**src/pkg/tcc_pkg.sv**
```systemverilog
// Purpose: Shared constants and types of the 16-bit capture and compare timer.
// Assumes: One 10 MHz clock; 16-bit register data on a plain strobe port.
// Notes:   Tap periods are derived from the full count cycle times.
package tcc_pkg;
    localparam int DW = 16;
    localparam int AW = 8;

    // Register byte addresses.
    localparam logic [AW-1:0] ADDR_MODE    = 8'h00;
    localparam logic [AW-1:0] ADDR_TCTL    = 8'h04;
    localparam logic [AW-1:0] ADDR_CMP_A   = 8'h08;
    localparam logic [AW-1:0] ADDR_CMP_B   = 8'h0C;
    localparam logic [AW-1:0] ADDR_CAPTURE_REG_1    = 8'h10;
    localparam logic [AW-1:0] ADDR_CAPTURE_REG_2    = 8'h14;
    localparam logic [AW-1:0] ADDR_COUNT   = 8'h18;
    localparam logic [AW-1:0] ADDR_STATUS  = 8'h1C;
    localparam logic [AW-1:0] ADDR_IRQ_CLR = 8'h20;
    localparam logic [AW-1:0] ADDR_IRQ_EN  = 8'h24;

    // Mode register fields.
    localparam int MODE_CLK_LSB = 0;
    localparam int MODE_CLR_EN  = 2;
    localparam int MODE_CAP_LSB = 3;
    localparam int MODE_RUN     = 5;
    localparam int MODE_B_MATCH = 6;
    localparam int MODE_B_CAPTURE_REG_2  = 7;
    localparam int MODE_W       = 8;
    localparam logic [MODE_W-1:0] MODE_RESET = 8'h04;

    // Toggle control fields; bits 1:0 and 7:6 are write-only actions.
    localparam int TCTL_A_LSB   = 0;
    localparam int TCTL_EN_LSB  = 2;
    localparam int TCTL_B_LSB   = 6;
    localparam logic [1:0] TGL_INVERT = 2'h0;
    localparam logic [1:0] TGL_CLEAR  = 2'h1;
    localparam logic [1:0] TGL_SET    = 2'h2;

    // Status bit positions; those below ST_W are shared by status, clear and enable.
    localparam int ST_EDGE_A  = 0;
    localparam int ST_EDGE_B  = 1;
    localparam int ST_MATCH_A = 2;
    localparam int ST_MATCH_B = 3;
    localparam int ST_W       = 4;
    localparam int ST_TGL_A   = 4;
    localparam int ST_TGL_B   = 5;

    typedef enum logic [1:0] {
        TCC_CLK_EVENT_A = 2'h0,
        TCC_CLK_TAP1    = 2'h1,
        TCC_CLK_TAP4    = 2'h2,
        TCC_CLK_TAP16   = 2'h3
    } tcc_clk_sel_type;

    typedef enum logic [1:0] {
        TCC_CAP_OFF    = 2'h0,
        TCC_CAP_TDIFF  = 2'h1,
        TCC_CAP_PWIDTH = 2'h2,
        TCC_CAP_GATE   = 2'h3
    } tcc_cap_mode_type;

    // Timing: full 16-bit cycle per tap, counted in clock cycles per tick.
    localparam real CLK_PERIOD_NS   = 100.0;
    localparam real CYCLE_TAP1_MS   = 26.214;
    localparam real CYCLE_TAP4_MS   = 104.856;
    localparam real CYCLE_TAP16_MS  = 419.424;
    localparam real COUNT_STATES    = 65536.0;
    localparam int  TAP1_CYC  = $rtoi(CYCLE_TAP1_MS * 1.0e6 / COUNT_STATES / CLK_PERIOD_NS + 0.5);
    localparam int  TAP4_CYC  = $rtoi(CYCLE_TAP4_MS * 1.0e6 / COUNT_STATES / CLK_PERIOD_NS + 0.5);
    localparam int  TAP16_CYC = $rtoi(CYCLE_TAP16_MS * 1.0e6 / COUNT_STATES / CLK_PERIOD_NS + 0.5);
    localparam int  PRE_W     = 7;
endpackage

```
**src/hw/tcc_top.sv**
```systemverilog
// Purpose: 16-bit up-counter with two compares, two captures and two toggles.
// Assumes: Register strobes are one cycle long and never overlap.
// Notes:   Read data appear in the cycle after the read strobe only.
`timescale 1ns/100ps

module tcc_top import tcc_pkg::*; (
    input  wire logic          mclk,
    input  wire logic          reset,
    input  wire logic [AW-1:0] reg_addr,
    input  wire logic [DW-1:0] reg_wdata,
    input  wire logic          reg_wr,
    input  wire logic          reg_rd,
    output logic      [DW-1:0] reg_rdata,
    input  wire logic          event_in_a,
    input  wire logic          event_in_b,
    input  wire logic          ext_gate_toggle,
    output logic               wave_out_a,
    output logic               wave_out_b,
    output logic               match_pulse_a,
    output logic               match_pulse_b,
    output logic               irq
);
    logic [MODE_W-1:0] timer_mode_reg;
    logic [5:2]        toggle_ctrl_reg;
    logic [DW-1:0]     compare_reg_a;
    logic [DW-1:0]     compare_reg_b;
    logic [DW-1:0]     capture_reg_1;
    logic [DW-1:0]     capture_reg_2;
    logic [DW-1:0]     up_counter;
    logic [ST_W-1:0]   status_reg;
    logic [ST_W-1:0]   irq_en_reg;
    logic              out_toggle_a;
    logic              out_toggle_b;
    logic [DW-1:0]     rdata_reg;
    logic              irq_reg;
    logic              match_a_reg;
    logic              match_b_reg;

    logic              tap1;
    logic              tap4;
    logic              tap16;
    logic              a_rise;
    logic              a_fall;
    logic              b_rise;
    logic              b_fall;
    logic              g_rise;
    logic              g_fall;
    logic              tick;
    logic              hit_a;
    logic              hit_b;
    logic              capture_reg_1_load;
    logic              capture_reg_2_load;
    logic              inv_a;
    logic              inv_b;
    logic [ST_W-1:0]   events;
    logic [DW-1:0]     rd_mux;
    tcc_clk_sel_type   clk_sel;
    tcc_cap_mode_type  capture_mode_sel;
    logic              run;
    logic              clr_en;
    logic              wr_mode;
    logic              wr_tctl;
    logic              wr_cmp_a;
    logic              wr_cmp_b;
    logic              wr_clr;
    logic              wr_en;

    // Next toggle value: a software invert, clear or set code wins over a hardware inversion.
    function automatic logic tgl_next(input logic cur, input logic sw,
                                      input logic [1:0] code, input logic hw);
        logic nxt;
        nxt = cur ^ hw;
        if (sw)
        begin
            if (code == TGL_INVERT)
                nxt = ~cur;
            else if (code == TGL_CLEAR)
                nxt = 1'b0;
            else if (code == TGL_SET)
                nxt = 1'b1;
        end
        return nxt;
    endfunction

    // Mode fields.
    assign clk_sel          = tcc_clk_sel_type'(timer_mode_reg[MODE_CLK_LSB +: 2]);
    assign capture_mode_sel = tcc_cap_mode_type'(timer_mode_reg[MODE_CAP_LSB +: 2]);
    assign run              = timer_mode_reg[MODE_RUN];
    assign clr_en           = timer_mode_reg[MODE_CLR_EN];

    // Write decode.
    always_comb
    begin
        wr_mode  = 1'b0;
        wr_tctl  = 1'b0;
        wr_cmp_a = 1'b0;
        wr_cmp_b = 1'b0;
        wr_clr   = 1'b0;
        wr_en    = 1'b0;
        if (!reg_wr)
            wr_mode = 1'b0;
        else if (reg_addr == ADDR_MODE)
            wr_mode = 1'b1;
        else if (reg_addr == ADDR_TCTL)
            wr_tctl = 1'b1;
        else if (reg_addr == ADDR_CMP_A)
            wr_cmp_a = 1'b1;
        else if (reg_addr == ADDR_CMP_B)
            wr_cmp_b = 1'b1;
        else if (reg_addr == ADDR_IRQ_CLR)
            wr_clr = 1'b1;
        else if (reg_addr == ADDR_IRQ_EN)
            wr_en = 1'b1;
    end

    // Prescaler taps for the internal count clock.
    tcc_prescaler u_pre (
        .mclk  (mclk),
        .reset (reset),
        .run   (run),
        .tap1  (tap1),
        .tap4  (tap4),
        .tap16 (tap16)
    );

    // Pins are synchronised before any edge is used.
    tcc_edge_sync u_sync_a (
        .mclk  (mclk),
        .reset (reset),
        .pin   (event_in_a),
        .rise  (a_rise),
        .fall  (a_fall)
    );
    tcc_edge_sync u_sync_b (
        .mclk  (mclk),
        .reset (reset),
        .pin   (event_in_b),
        .rise  (b_rise),
        .fall  (b_fall)
    );
    tcc_edge_sync u_sync_g (
        .mclk  (mclk),
        .reset (reset),
        .pin   (ext_gate_toggle),
        .rise  (g_rise),
        .fall  (g_fall)
    );

    // Count enable from the selected source.
    always_comb
    begin
        case (clk_sel)
            TCC_CLK_EVENT_A: tick = run && a_rise;
            TCC_CLK_TAP1:    tick = tap1;
            TCC_CLK_TAP4:    tick = tap4;
            default:         tick = tap16;
        endcase
    end

    // Matches are taken on the count edge so each gives one pulse.
    assign hit_a = tick && up_counter == compare_reg_a;
    assign hit_b = tick && up_counter == compare_reg_b;

    // Capture strobes by mode.
    always_comb
    begin
        capture_reg_1_load = 1'b0;
        capture_reg_2_load = 1'b0;
        case (capture_mode_sel)
            TCC_CAP_TDIFF:
            begin
                capture_reg_1_load = a_rise;
                capture_reg_2_load = b_rise;
            end
            TCC_CAP_PWIDTH:
            begin
                capture_reg_1_load = a_rise;
                capture_reg_2_load = a_fall;
            end
            TCC_CAP_GATE:
            begin
                capture_reg_1_load = g_rise;
                capture_reg_2_load = g_fall;
            end
            default:
            begin
                capture_reg_1_load = 1'b0;
                capture_reg_2_load = 1'b0;
            end
        endcase
    end

    // Up-counter: clear on compare B when enabled, else wrap freely.
    always_ff @(posedge mclk or posedge reset)
    begin
        if (reset)
            up_counter <= '0;
        else if (hit_b && clr_en)
            up_counter <= '0;
        else if (tick)
            up_counter <= up_counter + DW'(1);
    end

    // Captures overwrite the previous value.
    always_ff @(posedge mclk or posedge reset)
    begin
        if (reset)
        begin
            capture_reg_1 <= '0;
            capture_reg_2 <= '0;
        end
        else
        begin
            if (capture_reg_1_load)
                capture_reg_1 <= up_counter;
            if (capture_reg_2_load)
                capture_reg_2 <= up_counter;
        end
    end

    // Hardware inversion sources of the two toggles.
    assign inv_a = (toggle_ctrl_reg[2] && hit_a)
                 || (toggle_ctrl_reg[3] && hit_b)
                 || (toggle_ctrl_reg[4] && capture_reg_1_load)
                 || (toggle_ctrl_reg[5] && capture_reg_2_load);
    assign inv_b = (timer_mode_reg[MODE_B_MATCH] && hit_b)
                 || (timer_mode_reg[MODE_B_CAPTURE_REG_2] && capture_reg_2_load);

    // Output toggles; reset value is fixed at zero here.
    always_ff @(posedge mclk or posedge reset)
    begin
        if (reset)
        begin
            out_toggle_a <= 1'b0;
            out_toggle_b <= 1'b0;
        end
        else
        begin
            out_toggle_a <= tgl_next(out_toggle_a, wr_tctl,
                                     reg_wdata[TCTL_A_LSB +: 2], inv_a);
            out_toggle_b <= tgl_next(out_toggle_b, wr_tctl,
                                     reg_wdata[TCTL_B_LSB +: 2], inv_b);
        end
    end

    // Control registers written by software.
    always_ff @(posedge mclk or posedge reset)
    begin
        if (reset)
        begin
            timer_mode_reg  <= MODE_RESET;
            toggle_ctrl_reg <= '0;
            compare_reg_a   <= '0;
            compare_reg_b   <= '0;
            irq_en_reg      <= '0;
        end
        else
        begin
            if (wr_mode)
                timer_mode_reg <= reg_wdata[MODE_W-1:0];
            if (wr_tctl)
                toggle_ctrl_reg <= reg_wdata[5:TCTL_EN_LSB];
            if (wr_cmp_a)
                compare_reg_a <= reg_wdata;
            if (wr_cmp_b)
                compare_reg_b <= reg_wdata;
            if (wr_en)
                irq_en_reg <= reg_wdata[ST_W-1:0];
        end
    end

    // Events that set sticky status bits.
    always_comb
    begin
        events             = '0;
        events[ST_EDGE_A]  = (capture_mode_sel == TCC_CAP_PWIDTH) ? a_fall : a_rise;
        events[ST_EDGE_B]  = b_rise;
        events[ST_MATCH_A] = hit_a;
        events[ST_MATCH_B] = hit_b;
    end

    // Sticky status: a new event wins over a clear in the same cycle.
    always_ff @(posedge mclk or posedge reset)
    begin
        if (reset)
            status_reg <= '0;
        else if (wr_clr)
            status_reg <= (status_reg & ~reg_wdata[ST_W-1:0]) | events;
        else
            status_reg <= status_reg | events;
    end

    // Interrupt level and match pulses, all from flops.
    always_ff @(posedge mclk or posedge reset)
    begin
        if (reset)
        begin
            irq_reg     <= 1'b0;
            match_a_reg <= 1'b0;
            match_b_reg <= 1'b0;
        end
        else
        begin
            irq_reg     <= |(status_reg & irq_en_reg);
            match_a_reg <= hit_a;
            match_b_reg <= hit_b;
        end
    end

    // Read selection; unmapped and write-only words read as zero.
    always_comb
    begin
        rd_mux = '0;
        if (reg_addr == ADDR_MODE)
            rd_mux[MODE_W-1:0] = timer_mode_reg;
        else if (reg_addr == ADDR_TCTL)
            rd_mux[5:TCTL_EN_LSB] = toggle_ctrl_reg;
        else if (reg_addr == ADDR_CMP_A)
            rd_mux = compare_reg_a;
        else if (reg_addr == ADDR_CMP_B)
            rd_mux = compare_reg_b;
        else if (reg_addr == ADDR_CAPTURE_REG_1)
            rd_mux = capture_reg_1;
        else if (reg_addr == ADDR_CAPTURE_REG_2)
            rd_mux = capture_reg_2;
        else if (reg_addr == ADDR_COUNT)
            rd_mux = up_counter;
        else if (reg_addr == ADDR_STATUS)
        begin
            rd_mux[ST_W-1:0] = status_reg;
            rd_mux[ST_TGL_A] = out_toggle_a;
            rd_mux[ST_TGL_B] = out_toggle_b;
        end
        else if (reg_addr == ADDR_IRQ_EN)
            rd_mux[ST_W-1:0] = irq_en_reg;
    end

    // Read data stand for one cycle after the strobe.
    always_ff @(posedge mclk or posedge reset)
    begin
        if (reset)
            rdata_reg <= '0;
        else if (reg_rd)
            rdata_reg <= rd_mux;
        else
            rdata_reg <= '0;
    end

    assign reg_rdata     = rdata_reg;
    assign wave_out_a    = out_toggle_a;
    assign wave_out_b    = out_toggle_b;
    assign match_pulse_a = match_a_reg;
    assign match_pulse_b = match_b_reg;
    assign irq           = irq_reg;
endmodule

```
**src/hw/tcc_edge_sync.sv**
```systemverilog
// Purpose: Two-stage synchroniser with rise and fall pulses.
// Assumes: Input may change at any time relative to mclk.
// Notes:   The first stage feeds only the second stage.
`timescale 1ns/100ps
module tcc_edge_sync (
    input  wire logic mclk,
    input  wire logic reset,
    input  wire logic pin,
    output logic      rise,
    output logic      fall
);
    logic meta_reg;
    logic sync_reg;
    logic last_reg;

    // Chain of three flops; edges are seen between the last two.
    always_ff @(posedge mclk or posedge reset)
    begin
        if (reset)
        begin
            meta_reg <= 1'b0;
            sync_reg <= 1'b0;
            last_reg <= 1'b0;
        end
        else
        begin
            meta_reg <= pin;
            sync_reg <= meta_reg;
            last_reg <= sync_reg;
        end
    end

    // One pulse per settled edge.
    assign rise = sync_reg & ~last_reg;
    assign fall = ~sync_reg & last_reg;
endmodule

```
**src/hw/tcc_prescaler.sv**
```systemverilog
// Purpose: Prescaler giving one-cycle enable pulses at three tap rates.
// Assumes: Tap periods divide the longest one.
// Notes:   Held at zero while not running so taps restart in phase.
`timescale 1ns/100ps
module tcc_prescaler import tcc_pkg::*; (
    input  wire logic mclk,
    input  wire logic reset,
    input  wire logic run,
    output logic      tap1,
    output logic      tap4,
    output logic      tap16
);
    logic [PRE_W-1:0] cnt_reg;

    // Free count modulo the slowest tap period.
    always_ff @(posedge mclk or posedge reset)
    begin
        if (reset)
            cnt_reg <= '0;
        else if (!run || cnt_reg == PRE_W'(TAP16_CYC - 1))
            cnt_reg <= '0;
        else
            cnt_reg <= cnt_reg + PRE_W'(1);
    end

    // A tap fires on the last cycle of its period.
    assign tap1  = run && (int'(cnt_reg) % TAP1_CYC) == TAP1_CYC - 1;
    assign tap4  = run && (int'(cnt_reg) % TAP4_CYC) == TAP4_CYC - 1;
    assign tap16 = run && (int'(cnt_reg) % TAP16_CYC) == TAP16_CYC - 1;
endmodule

```
**config.mk**
```make
export PLATFORM = sky130hd
export DESIGN_NAME = tcc_top
export DESIGN_NICKNAME = d
export VERILOG_FILES = /design/src/pkg/tcc_pkg.sv /design/src/hw/tcc_top.sv /design/src/hw/tcc_edge_sync.sv /design/src/hw/tcc_prescaler.sv
export SDC_FILE = /design/constraint.sdc
export NUM_CORES = 1
export LEC_CHECK = 0
export ABC_CLOCK_PERIOD_IN_PS = 4100
export BUFFER_PORTS_ARGS = -buffer_cell sky130_fd_sc_hd__buf_2
export CORE_ASPECT_RATIO = 1.5
export CORE_UTILIZATION = 56
export CTS_BUF_LIST = sky130_fd_sc_hd__clkbuf_4
export DETAILED_ROUTE_END_ITERATION = 6
export GPL_TIMING_DRIVEN = 0
export MAX_ROUTING_LAYER = met4
export PLACE_DENSITY = 0.77
export SLEW_MARGIN = 20
export SYNTH_ARGS = -nofsm -noshare
export SYNTH_HDL_FRONTEND = slang
export SYNTH_HIERARCHICAL = 1
export SYNTH_SLANG_ARGS = --single-unit
```
**constraint.sdc**
```tcl
create_clock -name mclk -period 4.1 [get_ports mclk]
set_input_delay 0.82 -clock mclk [delete_from_list [all_inputs] [get_ports mclk]]
set_output_delay 0.82 -clock mclk [all_outputs]
set_load 0.02 [all_outputs]
```
Word level (Yosys, flattened, before mapping)
Index checks and enable logic that the tools add are counted.
- bits in registers: 137
- bits of input ports: 31
- output and inout port bits: 21
- logic and storage cells: 154
- add/sub/neg operators: 2
- equality and inequality tests: 24
- muxes and demuxes: 58
- bitwise gates (word level): 19
- reduce and logical (&&, ||, !) cells: 26
- operator list (kind ; number):
    16-bit 2-to-1 mux ; 7
    1-bit 2-to-1 mux ; 36
    16-bit == test ; 2
    8-bit by 5-bit == test with 1-bit output (second input constant) ; 4
    10-bit 2-to-1 mux ; 2
    16-bit by 1-bit adder with 16-bit output (second input constant) ; 1
    8-bit by 4-bit == test with 1-bit output (second input constant) ; 2
    8-bit by 6-bit == test with 1-bit output (second input constant) ; 2
    4-bit 2-to-1 mux ; 4
    8-bit 2-to-1 mux ; 2
    1-bit logical AND ; 13
    2-bit by 1-bit == test with 1-bit output (second input constant) ; 5
    2-bit == test (second input constant) ; 5
    4-bit AND ; 2
    8-bit by 3-bit == test with 1-bit output (second input constant) ; 1
    8-bit zero test ; 1
    4-bit OR ; 2
    7-bit by 1-bit adder with 7-bit output (second input constant) ; 1
    7-bit by 6-bit == test with 1-bit output (second input constant) ; 1
    7-bit 2-to-1 mux ; 1
    1-bit NOT ; 7
    6-bit by 1-bit == test with 1-bit output (second input constant) ; 1
    2-bit zero test ; 3
    6-bit 2-to-1 mux ; 1
    other kinds (12) ; 23

Depth between registers and ports, before layout
Gate-level depths: netlist (run 1).
- depth in word-level cells: 14
- mapped depth: 11
- gate-level depth less buffers: 9

By module
Netlist (run 1), hierarchy kept.
- by module, submodules not included (module ; instances ; cells an instance ; area each (um^2)):
    tcc_top ; 1 ; 559 ; 6197.2
    tcc_prescaler ; 1 ; 33 ; 327.8
    tcc_edge_sync ; 3 ; 6 ; 93.8

Least setup slack after synthesis (run 1)
Ideal clock, no wire load.
- path kind: input-to-reg
- start point: in reg_addr[7]
- end point: reg compare_reg_a[0]
- arrival time: 2.417 ns
- required time: 3.975 ns
- setup slack: 1.558 ns
- cell stages on the path: 7
- path buffers: 1
- path through: or4_4 > nor3_4 > nand2_4 > nor2_4 > nand2_4 > buf_6 > mux2_4
- word-level cells in the longest chain between the ends: 5
- RTL lines (element ; line ; source):
    start, declared ; tcc_top.sv:9 ; input wire logic [AW-1:0] reg_addr,
    8-bit by 4-bit == test with 1-bit output ; tcc_top.sv:106 ; else if (reg_addr == ADDR_CMP_A)
    1-bit 2-to-1 mux ; tcc_top.sv:106 ;
    1-bit 2-to-1 mux ; tcc_top.sv:104 ; else if (reg_addr == ADDR_TCTL)
    1-bit 2-to-1 mux (*) ; tcc_top.sv:102 ; else if (reg_addr == ADDR_MODE)
    1-bit 2-to-1 mux (*) ; tcc_top.sv:100 ; if (!reg_wr)
    end signal, assigned ; tcc_top.sv:264 ; compare_reg_a <= reg_wdata;
    end, declared ; tcc_top.sv:25 ; logic [DW-1:0] compare_reg_a;
Every way passes the cells marked *; elsewhere a longest branch is shown, timed or not.
A chain may end at the register's enable or synchronous reset.

Worst setup path in the final report (run 1)
- start point: in reg_addr[7]
- end point: reg rdata_reg[6] (netlist: reg_rdata[6])
- word-level cells in the longest chain between the ends: 9
- RTL lines (element ; line ; source):
    8-bit by 5-bit == test with 1-bit output ; tcc_top.sv:326 ; else if (reg_addr == ADDR_COUNT)
    10-bit 2-to-1 mux ; tcc_top.sv:326 ;
    16-bit 2-to-1 mux ; tcc_top.sv:324 ; else if (reg_addr == ADDR_CAPTURE_REG_2)
    16-bit 2-to-1 mux ; tcc_top.sv:322 ; else if (reg_addr == ADDR_CAPTURE_REG_1)
    16-bit 2-to-1 mux ; tcc_top.sv:320 ; else if (reg_addr == ADDR_CMP_B)
    16-bit 2-to-1 mux ; tcc_top.sv:318 ; else if (reg_addr == ADDR_CMP_A)
    10-bit 2-to-1 mux ; tcc_top.sv:316 ; else if (reg_addr == ADDR_TCTL)
    8-bit 2-to-1 mux (*) ; tcc_top.sv:314 ; if (reg_addr == ADDR_MODE)
    16-bit 2-to-1 mux (*) ; tcc_top.sv:343 ; else if (reg_rd)
    end signal, assigned ; tcc_top.sv:344 ; rdata_reg <= rd_mux;
    end, declared ; tcc_top.sv:34 ; logic [DW-1:0] rdata_reg;
Marks and branches as above.

==> results of run 1 <==
placed cells by master (no fill, tap or decap), types with 20 or more instances in the layout:
cell,n
buf_2,56
mux2_2,65
inv_1,25
nand2_1,34
xnor2_1,27
xor2_1,23
dfrtp_1,136
a21oi_1,25
nor2_1,49
clkbuf_4,20
report_power, final:
part | switching (W) | internal [W] | total [W]
Sequential | 0.0000516 | 0.00141 | 0.00146
Combinational | 0.000214 | 0.000129 | 0.000343
Clock | 0.000465 | 0.000307 | 0.000772
metal layers:
layer	wire (um)	vias up	global-route usage, %
met5	0	-	-
met4	837	0	15.6
met3	916	53	5.83
met2	9550	199	54.6
met1	6440	2518	33.8
li1	-	2270	-
how the worst min path moves through the flow:
stage | start | endpoint | slack [ns] | cells past startpoint
after floorplan | u_sync_a/meta_reg$_DFF_PP0_ | u_sync_a/sync_reg$_DFF_PP0_ | 0.33 | 0
after global placement | u_sync_b/meta_reg$_DFF_PP0_ | u_sync_b/sync_reg$_DFF_PP0_ | 0.34 | 0
after detailed placement | u_sync_a/meta_reg$_DFF_PP0_ | u_sync_a/sync_reg$_DFF_PP0_ | 0.34 | 0
after CTS | reset | u_sync_a/sync_reg$_DFF_PP0_ | 0.19 | 2
after global routing | reset | u_sync_a/meta_reg$_DFF_PP0_ | 0.19 | 2
final | reset | u_sync_a/sync_reg$_DFF_PP0_ | 0.22 | 2
layout make-up:
| cell class | count | area [um2] |
|---|---|---|
| Tap cell | 150 | 188 |
| Buffer | 34 | 146 |
| Sequential cell | 137 | 3430 |
| Fill cell | 971 | 4170 |
| Clock inverter | 10 | 81.3 |
| Clock buffer | 20 | 150 |
| Timing Repair Buffer | 48 | 263 |
| Inverter | 26 | 103 |
| Multi-Input combinational cell | 412 | 3120 |
worst register-to-register path, stage by stage, from the launching register on:
cell      delay (ns)
dfrtp_1         0.40
ha_1            0.26
nand3_1         0.15
nor3_1          0.16
mux2i_1         0.10
a22oi_1         0.31
clkbuf_1        0.45
and4_1          0.27
clkbuf_1        0.26
nand4_1         0.16
xnor2_1         0.18
nor2_1          0.06
per-stage QoR:
stage                     TNS, ns  power, W
final                           0   0.00257
after global routing            0   0.00269
after CTS                       0   0.00259
after detailed placement        0   0.00182
after global placement    -146.50   0.00181
after floorplan                 0   0.00169
==> results.tsv, run 1 <==
metric	value	unit
Die Area	12600	um2
initial antenna violation count	0	
Leakage	3.63	nW
global placement routability congestion	0.977	
Rows	48	
core area	11700	um2
Hold WS	0.221	ns
maxcap violations	0	
CTS H-tree lvls	4	
RSZ-0062 raised after global routing	false	
final non-filler cell total	837	
Max clock buf depth	2	
Die W	92.0	um
largest net degree at the start of global routing	65	
Worst Skew	0.0196	ns
Die Ht	137	um
Setup crit start kind	input pin	
routed wire length	17700	um
Reg2Reg Capture Point	up_counter[13]$_DFFE_PP0P_	
CP endpoint kind	register	
status	complete, no violations	
clk slew on worst S/H paths	0.11	ns
number of DRC markers in iteration 0	295	
Mapped Nets	646	
Setup violations, final	0	
Pwr Density	344	nW/um2
Slew headroom	28.1	%
Mean Syn Cell Area	11.2	um2
DR vias/cell	6.02	
Hold Crit Class	in2async	
CTS Root Cell	clkbuf_4	
CP Cell Sequence	buf_2 -> or4_4 -> nor2_2 -> nand2_1 -> a2111oi_0 -> o21ai_0 -> a21boi_0	
Final Cycle Share	71.0	%
Ports	52	
post-CTS sizing	0	
Final min period	2.91	ns
final worst slack	1.19	ns
Setup Buffers After CTS	0	
layout cell share with drive strength beyond 1	25.9	%
Peak Freq	0.344	GHz
Crit path depth	7	
Worst Setup EP	reg_rdata[6]$_DFF_PP0_	
Fin. Hold Viols	0	
CTS Sinks	137	
Initial Util	58.3	%
worst path bufs/invs	1	
pre-CTS setup slack	0.674	ns
Crit Path Max Fanout	10	
GRT overflow	0	
Req. time, crit path	4.52	ns
Antenna Nets Post-Route	0	
CTS tree	done	
slowest stage cell, crit path	a2111oi_0	
Ys Warns	6	
fin. max-slew vios	0	
Final Net Count	713	
# port buffers	47	
drt wl/cell	21.2	um
vias in the first global route	5206	
# diodes	0	
Largest stage delay, worst path	0.79	ns
CP delay by family, top	compound AO/OA/AOI/OAI gates	
detailed placement HPWL	13500	um
placed cell areas	7250	um2
WS Path Type	in2reg	
GRT Resource Usage Total	31.2	%
peak supply drop	0.000328	V
CP Data Arrival Time	3.33	ns
First-pass DRT Iterations	5	
total number of vias	5040	
Worst Max-Slew Pin Slew	1.07	ns
Netlist Area Pre-Place	6800	um2
CTS Hold Bufs	0	
first-pass GRT wire length	28000	um
depth of the most critical reg-to-reg path	11	
CP startpoint	reg_addr[7]	
Util after Layout	64.2	%
cell area after layout	7480	um2
reg2reg setup slack	1.23	ns
Reg-to-Reg Start	u_pre/cnt_reg[0]$_DFF_PP0_	
Mapped Cells	609	
Skew-Pair Late Insertion Delay	0.52	ns
Remaining DRCs	0	
CTS buffer count	17	
Placed Cells	807	
Area Growth Syn to Fin	10.1	%
No activity file was read; power rests on OpenSTA's default activity.
==> run 2: changes to the inputs <==
--- a/config.mk
+++ b/config.mk
@@ -5,7 +5,8 @@
 export SDC_FILE = /design/constraint.sdc
 export NUM_CORES = 1
 export LEC_CHECK = 0
-export ABC_CLOCK_PERIOD_IN_PS = 4100
+export ABC_AREA = 1
+export ABC_CLOCK_PERIOD_IN_PS = 2550
 export BUFFER_PORTS_ARGS = -buffer_cell sky130_fd_sc_hd__buf_2
 export CORE_ASPECT_RATIO = 1.5
 export CORE_UTILIZATION = 56
==> constraint.sdc (replaced) <==
create_clock -name mclk -period 2.55 [get_ports mclk]
set_input_delay 0.51 -clock mclk [delete_from_list [all_inputs] [get_ports mclk]]
set_output_delay 0.51 -clock mclk [all_outputs]
set_load 0.02 [all_outputs]
==> run 2 against run 1 <==
Combinational power is 55% higher. Synthesized cell count up 40%. Setup slack lost 0.96 ns. Critical endpoint is now wave_out_a$_DFF_PP0_. Largest cell class unchanged. Largest power group unchanged. Wire length up 7.2%. Final cell count is 30% higher. Area after synthesis is 0.98% higher. Clock-buffer cell count fell by 3. Sequential share of layout area is 1.2 points lower. Via count rose by 21%. Hold slack got worse by 0.15 ns.
==> results.tsv, run 2 <==
metric	value	unit	change
CTS buffer count	17		unchanged
Placed Cells	1058		+31%
Req. time, crit path	3.00	ns	-1.52 ns
commonest non-fill, non-tap cells in the layout	nand2_1 (245), dfrtp_1 (136), inv_1 (80)		
Die W	92.4	um	+0.47%
CTS H-tree lvls	4		unchanged
DR vias/cell	5.59		-7.1%
Remaining DRCs	0		unchanged
pre-CTS setup slack	0.282	ns	-0.392 ns
CP endpoint kind	register		
First-pass DRT Iterations	5		unchanged
Pwr Total	0.00424	W	+65%
drt wl/cell	17.4	um	-18%
# port buffers	51		+8.5%
Area Growth Syn to Fin	11.9	%	
Fin. Hold Viols	0		unchanged
maxcap violations	0		unchanged
global placement routability congestion	0.982		+0.53%
CP delay by family, top	simple AND/OR/NAND/NOR gates		
Die Area	12700	um2	+0.96%
Setup crit start kind	register		
Worst Skew	0.0213	ns	+0.00172 ns
cell area after layout	7680	um2	+2.7%
Final min period	2.32	ns	
reg2reg setup slack	0.23	ns	-1.00 ns
peak supply drop	0.000364	V	+11%
RSZ-0062 raised after global routing	false		
GRT Resource Usage Total	33.3	%	+2.2 points
Final Net Count	962		+35%
Ports	52		unchanged
Max clock buf depth	2		unchanged
CP Cell Sequence	ha_1 -> nand3_4 -> nor3_1 -> inv_1 -> nand2_1 -> o211ai_1 -> nand2_1 -> nand3_2 -> nor2_4 -> nand2_1 -> nand4_1 -> nand3_1 -> nand2_1 -> inv_1		
Ys Warns	6		unchanged
Largest stage delay, worst path	0.41	ns	-0.38 ns
routed wire length	19000	um	+7.2%
number of DRC markers in iteration 0	607		+110%
Worst Max-Slew Pin Slew	0.634	ns	-0.441 ns
Netlist Area Pre-Place	6860	um2	+0.98%
Final Cycle Share	90.9	%	
final worst slack	0.232	ns	-0.959 ns
Rows	49		+2.1%
Mapped Nets	887		+37%
Hold Crit Class	in2reg		
placed cell areas	7410	um2	+2.2%
Pwr Density	552	nW/um2	+60%
Antenna Nets Post-Route	0		unchanged
slowest stage cell, crit path	dfrtp_1		
CP Data Arrival Time	2.77	ns	-0.56 ns
leading cell type in the layout, fill and taps excluded	nand2_1		
WS Path Type	reg2reg		
CTS Sinks	137		unchanged
Skew-Pair Late Insertion Delay	0.55	ns	+0.03 ns
Mapped Cells	850		+40%
Mean Syn Cell Area	8.08	um2	-28%
Peak Freq	0.431	GHz	
Slew headroom	57.7	%	+30 points
first-pass GRT wire length	30400	um	+8.6%
Setup violations, final	0		unchanged
status	complete, no violations		
worst path bufs/invs	2		+1
Top cell by count, worst path	nand2_1		
vias in the first global route	5914		+14%
CTS tree	done		
TNS Setup	0	ns	unchanged
final non-filler cell total	1091		+30%
largest net degree at the start of global routing	33		-49%
clk slew on worst S/H paths	0.12	ns	about the same
total number of vias	6101		+21%
initial antenna violation count	1		+1
detailed placement HPWL	14500	um	+7.3%
Die Ht	138	um	+0.48%
Leakage	3.71	nW	+2.3%
GRT overflow	0		unchanged
core area	12000	um2	+2.6%
Initial Util	57.4	%	-0.93 points
fin. max-slew vios	0		unchanged
layout cell share with drive strength beyond 1	16.3	%	-9.6 points
CTS Root Cell	clkbuf_4		
Crit Path Max Fanout	7		-3
[run 2: changes by cell type in the layout (fill, tap and decap cells not counted), sizes merged, moves of 10 or more]
cell   previous run  this run
a21oi            25        43
inv              26       104
mux2             75         0
mux2i            13         0
nand2            38       249
nand3            13        26
nor2             51        64
nor4             11         1
o21ai            18       114
xnor2            27        11
[run 2: layout make-up]
| class | instances | area (um2) |
|---|---|---|
| Fill cell | 1083 | 4270 |
| Sequential cell | 137 | 3430 |
| Multi-Input combinational cell | 582 | 2910 |
| Inverter | 106 | 402 |
| Timing Repair Buffer | 56 | 360 |
| Tap cell | 153 | 191 |
| Clock inverter | 14 | 134 |
| Clock buffer | 17 | 128 |
| Buffer | 25 | 123 |
| Antenna cell | 1 | 2.50 |
[run 2: timing repair]
action / in CTS / in global routing
buffers inserted: 0 / 0
hold endpoints to repair: 22 / 0
hold buffers: 1 / 0
resized for setup: 0 / 0
[run 2: per-stage QoR]
stage                     utilization (%)  hold WS [ns]
after floorplan                         -         0.264
after global placement               61.2         0.337
after detailed placement             62.0         0.338
after CTS                            64.2        0.0413
after global routing                 64.3        0.0402
final                                64.3        0.0671
[run 2: path summary, 6_finish.rpt]
kind,startpoint,endpoint,depth (start not counted)
setup reg to reg,u_pre/cnt_reg[0]$_DFF_PP0_,wave_out_a$_DFF_PP0_,14
hold / removal,event_in_a,u_sync_a/meta_reg$_DFF_PP0_,1
max in group asynchronous,reset,up_counter[6]$_DFFE_PP0P_,5
min in group asynchronous,reset,u_sync_g/last_reg$_DFF_PP0_,3
setup / recovery,u_pre/cnt_reg[0]$_DFF_PP0_,wave_out_a$_DFF_PP0_,14
hold reg to reg,u_sync_b/meta_reg$_DFF_PP0_,u_sync_b/sync_reg$_DFF_PP0_,0
[run 2: metal layers]
metal	up-vias	share of wire, %	GRT usage [%]
li1	2897	-	-
met1	2877	36	36.0
met2	235	50	54.3
met3	92	4.8	5.74
met4	0	8.4	26.1
met5	-	0	-
[run 2: worst register-to-register path, delay by kind of cell, from the launching register on]
kind | cells | cell delay (ns)
compound gates | 1 | 0.08
fa+ha+maj | 1 | 0.28
buf+inv | 2 | 0.10
flops | 1 | 0.41
simple gates | 10 | 1.35
[run 2: where the power goes]
group	internal, W	switching (W)
sequential	0.00225	0.000102
clock	0.000561	0.000792
combinational	0.000177	0.000354
==> run 3: changes to the inputs <==
--- a/config.mk
+++ b/config.mk
@@ -9,12 +9,11 @@
 export ABC_CLOCK_PERIOD_IN_PS = 2550
 export BUFFER_PORTS_ARGS = -buffer_cell sky130_fd_sc_hd__buf_2
 export CORE_ASPECT_RATIO = 1.5
-export CORE_UTILIZATION = 56
-export CTS_BUF_LIST = sky130_fd_sc_hd__clkbuf_4
+export CORE_UTILIZATION = 54
 export DETAILED_ROUTE_END_ITERATION = 6
 export GPL_TIMING_DRIVEN = 0
 export MAX_ROUTING_LAYER = met4
-export PLACE_DENSITY = 0.77
+export PLACE_DENSITY = 0.75
 export SLEW_MARGIN = 20
 export SYNTH_ARGS = -nofsm -noshare
 export SYNTH_HDL_FRONTEND = slang
==> run 3 against run 2 <==
The run now ends with negative hold slack left. Final cell count grew 0.18%. Largest cell class unchanged. Flip-flop and latch count unchanged. Clock skew is 0.015 ns lower. Register-to-register slack better by 0.06 ns. Critical endpoint is now up_counter[8]$_DFFE_PP0P_. Hold slack worse by 0.067 ns. Via count about the same.
==> results.tsv, run 3 (synthesized netlist as in run 2, its figures left out) <==
metric	value	unit	change
Skew-Pair Late Insertion Delay	0.43	ns	-0.12 ns
clk slew on worst S/H paths	0.06	ns	-0.06 ns
GRT overflow	0		unchanged
WS Path Type	reg2reg		
# diodes	0		-1
Max clock buf depth	2		unchanged
number of DRC markers in iteration 0	517		-15%
Largest stage delay, worst path	0.38	ns	-0.03 ns
peak supply drop	0.000544	V	+49%
DR vias/cell	5.58		-0.23%
commonest non-fill, non-tap cells in the layout	nand2_1 (244), dfrtp_1 (136), inv_1 (80)		
switching portion of total power	26.5	%	-3.0 points
Worst Skew	0.00584	ns	-0.0155 ns
Internal	0.00400	W	+34%
leading cell type in the layout, fill and taps excluded	nand2_1		
GRT Resource Usage Total	33.0	%	-0.29 points
filler cell count	1101		+1.7%
global placement routability congestion	0.983		about the same
# port buffers	51		unchanged
Peak Freq	0.444	GHz	+2.8%
power share of the clock group	46.8	%	+15 points
Antenna Nets Post-Route	0		unchanged
CTS buffer count	17		unchanged
Fin. Hold Viols	3		+3
Die Ht	140	um	+1.8%
Remaining DRCs	0		unchanged
fin. max-slew vios	0		unchanged
Setup crit start kind	register		
CP endpoint kind	register		
CTS Hold Bufs	0		-1
Worst Max-Slew Pin Slew	0.650	ns	+0.0152 ns
pre-CTS setup slack	0.233	ns	-0.0491 ns
Final Net Count	961		-0.10%
initial antenna violation count	0		-1
Req. time, crit path	2.85	ns	-0.15 ns
core area	12400	um2	+4.1%
vias in the first global route	6087		+2.9%
maxcap violations	0		unchanged
TNS Setup	0	ns	unchanged
total number of vias	6098		-0.049%
slowest stage cell, crit path	dfrtp_1		
Pwr Density	678	nW/um2	+23%
Rows	50		+2.0%
First-pass DRT Iterations	5		unchanged
detailed placement HPWL	14400	um	-0.59%
multi-input logic area	2920	um2	about the same
layout cell share with drive strength beyond 1	16.9	%	+0.53 points
Setup violations, final	0		unchanged
Die W	94.1	um	+1.8%
CTS Root Cell	clkbuf_16		
Die Area	13200	um2	+3.6%
routed wire length	19300	um	+1.6%
Final min period	2.25	ns	-0.0642 ns
RSZ-0062 raised after global routing	false		
Hold WS	-0.000105	ns	-0.0673 ns
Reg area	3430	um2	unchanged
Ports	52		unchanged
Leakage	3.86	nW	+4.0%
Comb power frac	9.8	%	-2.7 points
first-pass GRT wire length	31200	um	+2.5%
Area Growth Syn to Fin	16.7	%	
CTS H-tree lvls	4		unchanged
CP Data Arrival Time	2.56	ns	-0.21 ns
largest net degree at the start of global routing	35		+6.1%
drt wl/cell	17.7	um	+1.4%
Final Cycle Share	88.4	%	-2.5 points
Initial Util	55.1	%	-2.3 points
CTS Sinks	137		unchanged
Util after Layout	64.4	%	+0.082 points
Top cell by count, worst path	nand2_1		
final worst slack	0.296	ns	+0.0642 ns
Seq pwr share	43.4	%	-12 points
failing checks	negative hold slack		
CP Cell Sequence	ha_1 -> nand3_4 -> nor3_1 -> inv_1 -> nand2_1 -> o211ai_1 -> nand2_2 -> nand4_1 -> nor2_1 -> nand2_1 -> o21ai_0 -> a21oi_1		
Setup Buffers After CTS	0		unchanged
CTS tree	done		
status	finished with violations		
Switch Pwr	0.00144	W	+15%
Crit Path Max Fanout	7		unchanged
Hold Crit Class	in2async		
Slew headroom	56.7	%	-1.0 points
[run 3: worst paths after layout]
kind | start | end | slack [ns] | cells after the start
worst max-delay path | u_pre/cnt_reg[0]$_DFF_PP0_ | up_counter[8]$_DFFE_PP0P_ | 0.30 | 12
worst min-delay path | reset | u_sync_b/last_reg$_DFF_PP0_ | -0.0001 | 2
worst max register to register | u_pre/cnt_reg[0]$_DFF_PP0_ | up_counter[8]$_DFFE_PP0P_ | 0.30 | 12
worst min register to register | u_sync_b/meta_reg$_DFF_PP0_ | u_sync_b/sync_reg$_DFF_PP0_ | 0.35 | 0
max in group asynchronous | reset | capture_reg_1[6]$_DFFE_PP0N_ | 1.86 | 4
min in group mclk | event_in_b | u_sync_b/meta_reg$_DFF_PP0_ | 0.19 | 1
[run 3: per-layer routing]
metal	track usage, %	wire length (um)	vias to the layer above
met2	54.6	9900	232
li1	-	-	2901
met5	-	0	-
met4	23.1	1560	0
met3	6.30	835	90
met1	35.1	7030	2875
[run 3: layout make-up]
cell class / count / share of cell area (%)
Timing Repair Buffer: 55 / 4.19
Sequential cell: 137 / 42.8
Tap cell: 156 / 2.44
Clock inverter: 14 / 2.14
Inverter: 106 / 5.01
Buffer: 25 / 1.53
Multi-Input combinational cell: 582 / 36.4
Clock buffer: 18 / 5.48
[run 3: power by group through the flow]
stage / registers, W / clock network (W) / logic (W)
floorplan: 0.00237 / 0 / 0.000347
global placement: 0.00239 / 0 / 0.000499
detailed placement: 0.00239 / 0 / 0.000528
CTS: 0.00235 / 0.00256 / 0.000530
global route: 0.00237 / 0.00265 / 0.000604
finish: 0.00236 / 0.00255 / 0.000531
[run 3: what timing repair did]
| item | CTS | global route |
|---|---|---|
| endpoints found under the hold margin | 0 | 0 |
| setup endpoints to repair | 0 | 1 |
| resized for setup | 0 | 1 |
[run 3: stage by stage]
step / hold slack (ns) / instances / instance area [um2] / power (W)
2_1_floorplan: 0.264 / 850 / 6870 / 0.00272
3_3_place_gp: 0.337 / 1057 / 7320 / 0.00289
3_5_place_dp: 0.338 / 1061 / 7400 / 0.00292
4_1_cts: 0.00423 / 1093 / 8010 / 0.00545
5_1_grt: 0.0178 / 1093 / 8010 / 0.00562
6_report: -0.000105 / 1093 / 8010 / 0.00544
[run 3: critical path: cells and delay by family, from the launching register on]
family / cells / cell delay (ns)
compound gates: 3 / 0.39
fa+ha+maj: 1 / 0.27
flops: 1 / 0.38
buf+inv: 1 / 0.05
simple gates: 7 / 1.01
